<file path="src/design/tcc_regs.svh">
/*
 * Register offsets, field positions and reset values of one timer
 * compare/capture channel.
 * Assumes a byte-addressed classic Wishbone slave with 32-bit data.
 */
`ifndef TCC_REGS_SVH
`define TCC_REGS_SVH

`define TCC_OFS_CTL 4'h0
`define TCC_OFS_DATA 4'h4
`define TCC_OFS_STAT 4'h8

`define TCC_CTL_CHANNEL_MODE_SELECT_BIT 0
`define TCC_CTL_POL_BIT 1
`define TCC_CTL_MODE_LSB 2
`define TCC_CTL_MODE_MSB 4
`define TCC_CTL_SOFT_BIT 5
`define TCC_CTL_PAIR_BIT 6
`define TCC_CTL_EDGE_LSB 8
`define TCC_CTL_EDGE_MSB 9
`define TCC_CTL_SRC_LSB 10
`define TCC_CTL_SRC_MSB 11

`define TCC_CTL_RESET 16'h0000
`define TCC_CTL_WMASK 16'hFF7F
`define TCC_DATA_RESET 16'h0000

`define TCC_STAT_OUT_BIT 0
`define TCC_STAT_CAP_BIT 1

`endif

</file>
<file path="src/design/tcc_pkg.sv">
/*
 * Types shared by the compare/capture channel modules.
 * Assumes nothing beyond a SystemVerilog compiler.
 */
package tcc_pkg;

   typedef enum logic [2:0] {
      TCC_WAVE_SOFT = 3'h0,
      TCC_WAVE_RESET = 3'h5,
      TCC_WAVE_TOGGLE_SET = 3'h6,
      TCC_WAVE_RESET_SET = 3'h7
   } tcc_wave_t;

   typedef enum logic [1:0] {
      TCC_SRC_EXT = 2'h0,
      TCC_SRC_SW_LOW = 2'h2,
      TCC_SRC_SW_HIGH = 2'h3
   } tcc_src_t;

   typedef enum logic [1:0] {
      TCC_EDGE_NONE = 2'h0,
      TCC_EDGE_RISE = 2'h1,
      TCC_EDGE_FALL = 2'h2,
      TCC_EDGE_BOTH = 2'h3
   } tcc_edge_t;

   typedef enum logic [1:0] {
      TCC_CNT_UP = 2'h0,
      TCC_CNT_DOWN = 2'h1,
      TCC_CNT_UPDOWN = 2'h2
   } tcc_cnt_t;

endpackage

</file>
<file path="src/design/tcc_channel.sv">
/*
 * One compare/capture channel of a 16-bit timer: capture trigger
 * selection, compare-hit detection and output waveform shaping, with
 * its registers on a classic Wishbone slave.
 * Assumes the counter value, its tick and its max/zero pulses come from
 * the shared timer counter on clk_i, and the partner comparator's hit
 * is wired in from the other channel of the fixed pair.
 */
`timescale 1ns/1ps
`include "tcc_regs.svh"

module tcc_channel
   import tcc_pkg::*;
#(
   parameter int CNT_W = 16,
   parameter int ADR_W = 4
)
(
   input wire logic clk_i,
   input wire logic rst_i,
   input wire logic [ADR_W-1:0] adr_i,
   input wire logic [31:0] dat_i,
   output logic [31:0] dat_o,
   input wire logic we_i,
   input wire logic [3:0] sel_i,
   input wire logic cyc_i,
   input wire logic stb_i,
   output logic ack_o,
   input wire logic [CNT_W-1:0] cnt_value_i,
   input wire logic cnt_tick_i,
   input wire logic cnt_max_i,
   input wire logic cnt_zero_i,
   input wire logic [1:0] cnt_mode_i,
   input wire logic capture_input_pin_i,
   input wire logic partner_match_i,
   output logic match_o,
   output logic capture_event_o,
   output logic timer_output_o
);

   // Bus slave state
   logic ack_q;
   logic [31:0] rdata_q;
   logic [31:0] rdata_d;

   // Registers
   logic [15:0] ctl_q;
   logic [15:0] ctl_d;
   logic [CNT_W-1:0] data_q;
   logic [CNT_W-1:0] data_d;
   logic cap_flag_q;
   logic cap_flag_d;

   // Trigger and output state
   logic pin_q;
   logic out_q;
   logic out_d;
   logic cap_event_q;

   // Bus decode
   wire bus_req = cyc_i & stb_i & ~ack_q;
   wire bus_wr = bus_req & we_i;
   wire bus_rd = bus_req & ~we_i;
   wire hit_ctl = (adr_i == `TCC_OFS_CTL);
   wire hit_data = (adr_i == `TCC_OFS_DATA);
   wire hit_stat = (adr_i == `TCC_OFS_STAT);
   wire wr_ctl = bus_wr & hit_ctl;
   wire wr_data = bus_wr & hit_data;
   wire wr_stat = bus_wr & hit_stat;

   // Control fields as currently held
   wire capture_mode = ctl_q[`TCC_CTL_CHANNEL_MODE_SELECT_BIT];
   wire output_polarity = ctl_q[`TCC_CTL_POL_BIT];
   wire [2:0] output_wave_mode = ctl_q[`TCC_CTL_MODE_MSB:`TCC_CTL_MODE_LSB];
   wire soft_output_level = ctl_q[`TCC_CTL_SOFT_BIT];
   wire paired_match_enable = ctl_q[`TCC_CTL_PAIR_BIT];
   wire [1:0] capture_edge_select = ctl_q[`TCC_CTL_EDGE_MSB:`TCC_CTL_EDGE_LSB];
   wire [1:0] capture_source_select = ctl_q[`TCC_CTL_SRC_MSB:`TCC_CTL_SRC_LSB];

   // Control fields as they will be after this cycle's write
   wire new_capture_mode = ctl_d[`TCC_CTL_CHANNEL_MODE_SELECT_BIT];
   wire [1:0] new_edge_select = ctl_d[`TCC_CTL_EDGE_MSB:`TCC_CTL_EDGE_LSB];
   wire [1:0] new_source_select = ctl_d[`TCC_CTL_SRC_MSB:`TCC_CTL_SRC_LSB];

   // Byte-lane merge of a control write, reserved bit kept zero
   always_comb begin
      ctl_d = ctl_q;
      if (wr_ctl) begin
         if (sel_i[0]) begin
            ctl_d[7:0] = dat_i[7:0];
         end
         if (sel_i[1]) begin
            ctl_d[15:8] = dat_i[15:8];
         end
         ctl_d = ctl_d & `TCC_CTL_WMASK;
      end
   end

   // External pin trigger: previous sample against current
   logic pin_fire;

   tcc_trig_edge u_pin_edge (
      .prev_i(pin_q),
      .cur_i(capture_input_pin_i),
      .edge_sel_i(capture_edge_select),
      .fire_o(pin_fire)
   );

   wire ext_src = (capture_source_select == TCC_SRC_EXT);
   wire ext_trig = capture_mode & ext_src & pin_fire;

   // Software trigger: source field moves between soft-low and soft-high
   wire old_sw = (capture_source_select == TCC_SRC_SW_LOW) |
                 (capture_source_select == TCC_SRC_SW_HIGH);
   wire new_sw = (new_source_select == TCC_SRC_SW_LOW) |
                 (new_source_select == TCC_SRC_SW_HIGH);
   logic sw_fire;

   tcc_trig_edge u_sw_edge (
      .prev_i(capture_source_select[0]),
      .cur_i(new_source_select[0]),
      .edge_sel_i(new_edge_select),
      .fire_o(sw_fire)
   );

   wire sw_trig = wr_ctl & old_sw & new_sw & new_capture_mode & sw_fire;

   // Edge select only reaches a trigger in capture mode
   wire capture_trig = ext_trig | sw_trig;

   // Comparator hit on a counter advance
   wire own_hit = ~capture_mode & cnt_tick_i & (cnt_value_i == data_q);

   assign match_o = own_hit;

   // Data register: capture wins over a bus write in the same cycle
   always_comb begin
      data_d = data_q;
      if (capture_trig) begin
         data_d = cnt_value_i;
      end else if (wr_data) begin
         if (sel_i[0]) begin
            data_d[7:0] = dat_i[7:0];
         end
         if (sel_i[1]) begin
            data_d[CNT_W-1:8] = dat_i[CNT_W-1:8];
         end
      end
   end

   // Sticky capture flag, write one to clear, a new capture wins
   wire cap_clear = wr_stat & sel_i[0] & dat_i[`TCC_STAT_CAP_BIT];

   always_comb begin
      cap_flag_d = cap_flag_q;
      if (cap_clear) begin
         cap_flag_d = 1'b0;
      end
      if (capture_trig) begin
         cap_flag_d = 1'b1;
      end
   end

   // Waveform state, held still in capture mode
   logic wave_level;

   tcc_wave_gen u_wave (
      .clk_i(clk_i),
      .rst_i(rst_i),
      .run_i(~capture_mode),
      .mode_i(output_wave_mode),
      .pair_i(paired_match_enable),
      .soft_i(soft_output_level),
      .own_hit_i(own_hit),
      .partner_hit_i(partner_match_i),
      .cnt_max_i(cnt_max_i),
      .cnt_zero_i(cnt_zero_i),
      .cnt_mode_i(cnt_mode_i),
      .level_o(wave_level)
   );

   // Pin level: capture mode drives low, software mode drives the bit as is, other wave modes apply polarity
   always_comb begin
      if (capture_mode) begin
         out_d = 1'b0;
      end else if (output_wave_mode == TCC_WAVE_SOFT) begin
         out_d = soft_output_level;
      end else begin
         out_d = wave_level ^ output_polarity;
      end
   end

   // Read data mux
   always_comb begin
      rdata_d = 32'h0000_0000;
      if (hit_ctl) begin
         rdata_d[15:0] = ctl_q;
      end else if (hit_data) begin
         rdata_d[CNT_W-1:0] = data_q;
      end else if (hit_stat) begin
         rdata_d[`TCC_STAT_OUT_BIT] = out_q;
         rdata_d[`TCC_STAT_CAP_BIT] = cap_flag_q;
      end
   end

   // Bus answer: ack one cycle after the request, dropped the next
   always_ff @(posedge clk_i) begin
      if (rst_i) begin
         ack_q <= 1'b0;
         rdata_q <= 32'h0000_0000;
      end else begin
         ack_q <= bus_req;
         if (bus_rd) begin
            rdata_q <= rdata_d;
         end
      end
   end

   always_ff @(posedge clk_i) begin
      if (rst_i) begin
         ctl_q <= `TCC_CTL_RESET;
         data_q <= CNT_W'(`TCC_DATA_RESET);
         cap_flag_q <= 1'b0;
      end else begin
         ctl_q <= ctl_d;
         data_q <= data_d;
         cap_flag_q <= cap_flag_d;
      end
   end

   always_ff @(posedge clk_i) begin
      if (rst_i) begin
         pin_q <= 1'b0;
         out_q <= 1'b0;
         cap_event_q <= 1'b0;
      end else begin
         pin_q <= capture_input_pin_i;
         out_q <= out_d;
         cap_event_q <= capture_trig;
      end
   end

   assign ack_o = ack_q;
   assign dat_o = rdata_q;
   assign timer_output_o = out_q;
   assign capture_event_o = cap_event_q;

endmodule

</file>
<file path="src/design/tcc_trig_edge.sv">
/*
 * Edge qualifier: decides whether a change from a previous to a current
 * trigger level fires a capture under the selected edge setting.
 * Assumes both levels are already synchronous to the caller's clock.
 */
`timescale 1ns/1ps

module tcc_trig_edge
   import tcc_pkg::*;
(
   input wire logic prev_i,
   input wire logic cur_i,
   input wire logic [1:0] edge_sel_i,
   output logic fire_o
);

   logic rise;
   logic fall;

   assign rise = ~prev_i & cur_i;
   assign fall = prev_i & ~cur_i;

   always_comb begin
      case (edge_sel_i)
         TCC_EDGE_RISE: fire_o = rise;
         TCC_EDGE_FALL: fire_o = fall;
         TCC_EDGE_BOTH: fire_o = rise | fall;
         default: fire_o = 1'b0;
      endcase
   end

endmodule

</file>
<file path="src/design/tcc_wave_gen.sv">
/*
 * Waveform state of one timer output, kept as an active-true level.
 * Assumes hit and counter events are one-cycle pulses on clk_i.
 */
`timescale 1ns/1ps

module tcc_wave_gen
   import tcc_pkg::*;
(
   input wire logic clk_i,
   input wire logic rst_i,
   input wire logic run_i,
   input wire logic [2:0] mode_i,
   input wire logic pair_i,
   input wire logic soft_i,
   input wire logic own_hit_i,
   input wire logic partner_hit_i,
   input wire logic cnt_max_i,
   input wire logic cnt_zero_i,
   input wire logic [1:0] cnt_mode_i,
   output logic level_o
);

   logic level_q;
   logic level_d;
   logic restart;
   logic set_ev;

   // Restart is max when counting up or up/down, zero when counting down
   assign restart = (cnt_mode_i == TCC_CNT_DOWN) ? cnt_zero_i : cnt_max_i;
   assign set_ev = pair_i ? partner_hit_i : restart;

   always_comb begin
      level_d = level_q;
      if (run_i) begin
         case (mode_i)
            TCC_WAVE_SOFT: level_d = soft_i;
            TCC_WAVE_RESET_SET: begin
               if (own_hit_i) begin
                  level_d = 1'b0;
               end else if (set_ev) begin
                  level_d = 1'b1;
               end
            end
            TCC_WAVE_TOGGLE_SET: begin
               if (set_ev) begin
                  level_d = 1'b1;
               end else if (own_hit_i) begin
                  level_d = ~level_q;
               end
            end
            TCC_WAVE_RESET: begin
               if (own_hit_i | (pair_i & partner_hit_i)) begin
                  level_d = 1'b0;
               end
            end
            default: level_d = level_q;
         endcase
      end
   end

   always_ff @(posedge clk_i) begin
      if (rst_i) begin
         level_q <= 1'b0;
      end else begin
         level_q <= level_d;
      end
   end

   assign level_o = level_q;

endmodule

</file>
<file path="config.mk">
export PLATFORM = sky130hd
export DESIGN_NAME = tcc_channel
export DESIGN_NICKNAME = d
export VERILOG_FILES = /design/src/design/tcc_pkg.sv /design/src/design/tcc_channel.sv /design/src/design/tcc_trig_edge.sv /design/src/design/tcc_wave_gen.sv
export VERILOG_INCLUDE_DIRS = /design/src /design/src/design
export SDC_FILE = /design/constraint.sdc
export NUM_CORES = 1
export LEC_CHECK = 0
export BUFFER_PORTS_ARGS = -buffer_cell sky130_fd_sc_hd__buf_2
export CORE_ASPECT_RATIO = 0.7
export CORE_MARGIN = 2
export CORE_UTILIZATION = 50
export CTS_CLUSTER_DIAMETER = 100
export DETAILED_ROUTE_END_ITERATION = 10
export PLACE_DENSITY = 0.85
export SYNTH_ARGS = -nofsm -noshare
export SYNTH_HDL_FRONTEND = slang
export SYNTH_SLANG_ARGS = --single-unit
</file>
<file path="constraint.sdc">
create_clock -name clk_i -period 4.55 [get_ports clk_i]
set_input_delay 0.2275 -clock clk_i [delete_from_list [all_inputs] [get_ports clk_i]]
set_output_delay 0.2275 -clock clk_i [all_outputs]
set_load 0.01 [all_outputs]
</file>
# Word level (Yosys, flattened, before mapping)

Index checks and enable logic that the tools add are counted.

Multiplexer cells: 24
Equal/unequal tests: 20
Bitwise operators: 37
Reductions and logical operators: 14

Operators by type and width:

| operator             | count |
|---|---|
| $mux W16             | 3 |
| $and A1 B1 Y1        | 22 |
| $eq A16 B16 Y1       | 1 |
| $eq A2 B2 Y1 const B | 8 |
| $mux W8              | 2 |
| $mux W14             | 1 |
| $mux W12             | 1 |
| $mux W1              | 10 |
| $eq A3 B3 Y1 const B | 3 |
| $not A1 Y1           | 8 |
| $reduce_and A2 Y1    | 4 |
| $reduce_bool A2 Y1   | 4 |
| $mux W7              | 1 |
| $eq A2 B1 Y1 const B | 3 |
| $ne A3 B1 Y1 const B | 2 |
| $or A1 B1 Y1         | 6 |
| $pmux W1 S3          | 2 |
| $reduce_and A5 Y1    | 1 |
| $eq A4 B3 Y1 const B | 1 |
| $eq A4 B4 Y1 const B | 1 |
| $logic_not A4 Y1     | 1 |
| $mux W2              | 2 |
| $mux W4              | 1 |
| $pmux W1 S4          | 1 |
| other kinds (6)      | 6 |

Output and inout bits: 36
Register bits: 53
Word-level logic and storage cells: 107

# Logic depth before layout (Yosys ltp)

Depth after elaboration: 13
Depth in mapped cells: 13

# By module

Synthesis repeated with hierarchy kept, for this count alone.

Cell total of the unflattened synthesis: 329
Area total of the unflattened synthesis: 2890.3 µm²

By module, submodules not included:

| module        | instances | cells an instance | area an instance (µm²) |
|---|---|---|---|
| tcc_channel   | 1         | 292               | 2621.3 |
| tcc_wave_gen  | 1         | 19                | 151.4 |
| tcc_trig_edge | 2         | 9                 | 58.8 |

# Worst setup path before layout

Ideal clock, no wire load.

Path type: reg2reg
Start: register ack_q, in the netlist ack_o
End: register data_q[0]
Cell stages (with the launch flop): 14
Setup slack: 1949 ps
Data required time: 4469 ps
Arrival: 2520 ps
Library setup time: 81 ps
Clock period less this slack: 2601 ps
Path buffers: 3
Cell sequence: dfxtp_1 and4b_1 buf_6 nand3_2 buf_6 mux2_2 ha_1 nor2b_1 o21ai_0 mux2i_1 a21oi_2 buf_2 nor2_1 a211oi_2

Longest elaborated chain between the ends: 13
Elaborated cells on any way between the ends: 26

RTL lines:

| element                                              | line                                    | text |
|---|---|---|
| start, declared                                      | tcc_channel.sv:42                       | `logic ack_q;` |
| start signal, assigned                               | tcc_channel.sv:212                      | `ack_q <= bus_req;` |
| $not A1 Y1 (*)                                       | tcc_channel.sv:61                       | `wire bus_req = cyc_i & stb_i & ~ack_q;` |
| $and A1 B1 Y1 (*)                                    | tcc_channel.sv:61                       |  |
| $and A1 B1 Y1 (*)                                    | tcc_channel.sv:62                       | `wire bus_wr = bus_req & we_i;` |
| $and A1 B1 Y1                                        | tcc_channel.sv:67                       | `wire wr_ctl = bus_wr & hit_ctl;` |
| $mux W12                                             | tcc_channel.sv:88                       | `if (wr_ctl) begin` |
| $eq A2 B2 Y1, or another cell as far along           | tcc_channel.sv:115                      | `wire new_sw = (new_source_select == TCC_SRC_SW_LOW) \|` |
| $or A1 B1 Y1 / $and A1 B1 Y1 (equally long branches) | tcc_channel.sv:115, tcc_trig_edge.sv:21 |  |
| $and A1 B1 Y1 / $or A1 B1 Y1 (equally long branches) | tcc_channel.sv:126, tcc_trig_edge.sv:27 |  |
| $and A1 B1 Y1 / $pmux W1 S3 (equally long branches)  | tcc_channel.sv:126, tcc_trig_edge.sv:24 |  |
| $and A1 B1 Y1                                        | tcc_channel.sv:126                      | `wire sw_trig = wr_ctl & old_sw & new_sw & new_capture_mode & sw_fire;` |
| $or A1 B1 Y1                                         | tcc_channel.sv:129                      | `wire capture_trig = ext_trig \| sw_trig;` |
| $reduce_bool A2 Y1 (no source line)                  | --                                      |  |
| $reduce_and A2 Y1 (no source line)                   | --                                      |  |
| end signal, assigned                                 | tcc_channel.sv:222                      | `` data_q <= CNT_W'(`TCC_DATA_RESET); `` |
| end signal, assigned                                 | tcc_channel.sv:226                      | `data_q <= data_d;` |
| end, declared                                        | tcc_channel.sv:49                       | `logic [CNT_W-1:0] data_q;` |

Every way passes the cells marked *; elsewhere a longest branch is shown, timed or not.
A chain may end at the register's enable or synchronous reset.

# Worst setup path after layout

Start: register ack_q, in the netlist ack_o
End: register data_q[7]

Same word-level chain as after synthesis.

==> results <==
- The flow ran to the end, and the final reports show no timing, DRC or antenna violations.
- The via count is 2,470.
- The clock-pin slew reported for the worst setup and hold paths after clock tree synthesis is 0.10 ns.
- TritonCTS built the clock tree.
- Dividing the synthesized area by the synthesized cell count gives 9.16 µm².
- The detailed router used layers up to and including met4.
- Of the post-synthesis cell area, the dominant cell type holds 0.375.
- The count of input and output buffers is 69.
- Summed over all instances, the cell type with the most area after synthesis is dfxtp_1.
- The routed design uses 3050 µm of met2 wire.
- The met3 wirelength from detailed routing is 643 µm.
- The setup-violating endpoint count in the final report is 0.
- The post-CTS setup repair buffer count is 0.
- The max-slew violation count is 0.
- Sorting the synthesized cells by how often they occur yields dfxtp_1 (53), nor2_1 (51), mux2i_1 (34), buf_4 (17), xnor2_1 (17).
- Summed over all layers, the global routing overflow is 0.
- The fraction of final layout cells sized beyond drive strength 1 is 0.285.
- The synthesized instance count is 309.
- The H-tree generated during clock tree synthesis spans 2 levels.
- The number of antenna diodes in the final layout is 0.
- The minimum clock period is 3.38 ns.
- By area the synthesized netlist is led by dfxtp_1 (37%), mux2i_1 (12%), a211oi_2 (7.1%), nor2_1 (6.8%), xnor2_1 (5.3%).
- The remaining number of nets flagged by the antenna check after routing is 0.
- Compared with the post-synthesis result, the final layout area differs by 14.7%.
- The number of top-level design ports is 104.
- For the pin with the worst max-slew slack, the measured transition is 1.14 ns.
- The kind of capture point of the worst setup path is a register.
- For this design the ratio of total power to cell area is 261 nW/µm².
- Counting flops with a built-in enable in the synthesized netlist gives 0.
- The final hold violation count is 0.
- The maximum number of pins on one net before global-route repair is 54.
- The max capacitance violation total is 0.
- Setup total negative slack on the finished layout was measured at 0 ns.
- The final layout contains 442 nets.
- The worst setup path is launched from a register.
- The deepest clock path buffer count is 2.
- After clock tree synthesis, the repair step resized 0 gates.
- After synthesis, the share of flip-flops with an asynchronous set or reset is 0.
- OpenSTA, run right after detailed placement, puts the worst setup slack at 1.10 ns.
- The post-route core utilization is 0.608.
- The category of the most critical setup path is register to register.
- The sequential fraction of the synthesis area is 0.375.
- VDD sags by at most 111 µV.
- STA puts the critical path data required time at 4.78 ns.
- The horizontal die dimension is 93.9 µm.
- The final routed wire length divided by cell count is 15.8 µm.
- Setup slack closes at 1.17 ns.
- The effective utilization at floorplan is 0.530.
- For this run, design rule violations remaining after detail routing come to 0.
- The congestion estimate from routability-driven global placement came to 0.839.
- The leakage power summed over all cells is 0.00150 µW.
- The largest driver fanout on the critical path is 20.
- After floorplanning, the core was sized to cover 5340 µm².
- The die outline height is 67.0 µm.
- Detailed placement finished with a half-perimeter wire length of 5070 µm.
- In this run, placement finished with an instance count of 436.
- In this run the core area contains 22 standard-cell rows.
- Across every metal layer, demand over resource in global routing totals 0.227.
- The total placed instance area is 3160 µm².
- Headroom to the max-slew limit came out at 0.239.
- The most used flip-flop cell after synthesis is dfxtp_1.
- The worst hold-check path type is input pin to register.
- Setup slack on the worst reg-to-reg path comes out at 1.17 ns.
- The number of sinks driven by the clock tree is 53.
- The number of library cell types mapped by synthesis is 34.
- The flop and latch count out of synthesis is 53.
- In this run the clock root is driven by a clkbuf_8.
- The number of cells in the finished layout apart from fillers is 444.
- The die footprint is 6290 µm².
- The synthesized cell area is 2830 µm².
- Summing all non-filler instances in the final layout gives an area of 3250 µm².
- TritonCTS created 5 clock buffers.
- The detailed router finished its first iteration with 169 violations.
- Clock latency on the worst-skew pair, taken at its later pin, is 0.31 ns.
- Of the available clock period, the critical path in the final layout requires 0.743.
- After detailed routing, the wire length on met1 is 3220 µm.
- The number of global-route vias before repair was 2,243.
- The first global-routing pass estimated 10,900 µm of wire.
- The number of hold buffers added after CTS is 0.
- dfxtp_1 is the most common cell in the netlist.
- For this block, the routed nets add up to 7010 µm of wire.
- For the worst setup path, the data arrival time is 3.61 ns.
- Setup repair after global routing left no endpoint under its margin.
- The setup clock skew after layout is 0.00650 ns.
- Before antenna repair, the detailed router went through 5 iterations.
- The number of vias per cell after detailed routing is 5.56.
- The number of antenna violations at the first check in global routing is 0.
- The maximum clock frequency is 296 MHz.
- During synthesis, Yosys emitted a total of 0 warnings.
## state kept, by name, summed over array words and instances (netlist names)
name and count:
ack_o 1, cap_flag_q 1, capture_event_o 1, ctl_q 15, dat_o 16, data_q 16
pin_q 1, timer_output_o 1, u_wave.level_o 1
## critical path, stage by stage, from the launching register on
cell	delay, ns
dfxtp_1	0.35
and4b_1	0.45
nand3_2	0.34
mux2_2	0.39
ha_1	0.30
nor2b_1	0.04
o21ai_0	0.17
mux2i_1	0.15
a21oi_4	0.45
buf_4	0.37
nor2_1	0.09
a211oi_2	0.20
## worst paths after layout
| path | start | endpoint | cells past startpoint |
|---|---|---|---|
| hold / removal | dat_i[6] | ctl_q[6] | 3 |
| setup / recovery | ack_o | data_q[7] | 11 |
| setup reg to reg | ack_o | data_q[7] | 11 |
| hold reg to reg | dat_o[1] | dat_o[1] | 2 |
## cells by family (layout without fill, tap and decap cells)
family,after synthesis,count (layout),share of synthesized area
flops,53,53,0.375
mux,36,36,0.128
simple gates,109,109,0.190
other cells,1,16,0.00132
fa+ha+maj,3,3,0.0133
buf+inv,37,85,0.0778
compound gates,53,53,0.162
xor+xnor,17,17,0.0526
## layer usage
metal / up-vias / track usage
li1: 1192 / -
met1: 1150 / 0.313
met2: 115 / 0.363
met3: 13 / 0.0452
met4: 0 / 0.0598
met5: - / 0
## through the flow
stage                     hold WS [ns]  power [µW]
after CTS                        0.163         850
after floorplan                  0.368         544
after global routing             0.163         881
after global placement           0.436         580
after detailed placement         0.441         581
final                            0.168         846
## area by class of cell
class,count,area (µm²)
clock inverters,3,22.5
well taps,72,90.1
multi-input cells,234,1610
inverters,4,15.0
repair buffers,73,375
flip-flops and latches,53,1060
clock buffers,5,68.8
fillers,479,2090
## power breakdown
group | switching (µW) | internal, µW | total, µW
clock | 164 | 110 | 274
combinational | 59.6 | 38.2 | 97.8
sequential | 4.08 | 471 | 475
total | 228 | 618 | 846
## cells in the final DEF (no fill, tap or decap), drive strengths merged, types with 8 or more instances in the layout
master  netlist  final
nor2         51     51
a211oi       18     18
conb          1     16
nand2        12     12
nor3         16     16
nor2b         8      8
o21ai         9      9
xnor2        17     17
a21oi         9      9
buf          21     73
a221oi       13     13
nand3         8      8
mux2i        34     34
dfxtp        53     53
Note: power is estimated with default switching activity, not from simulation.
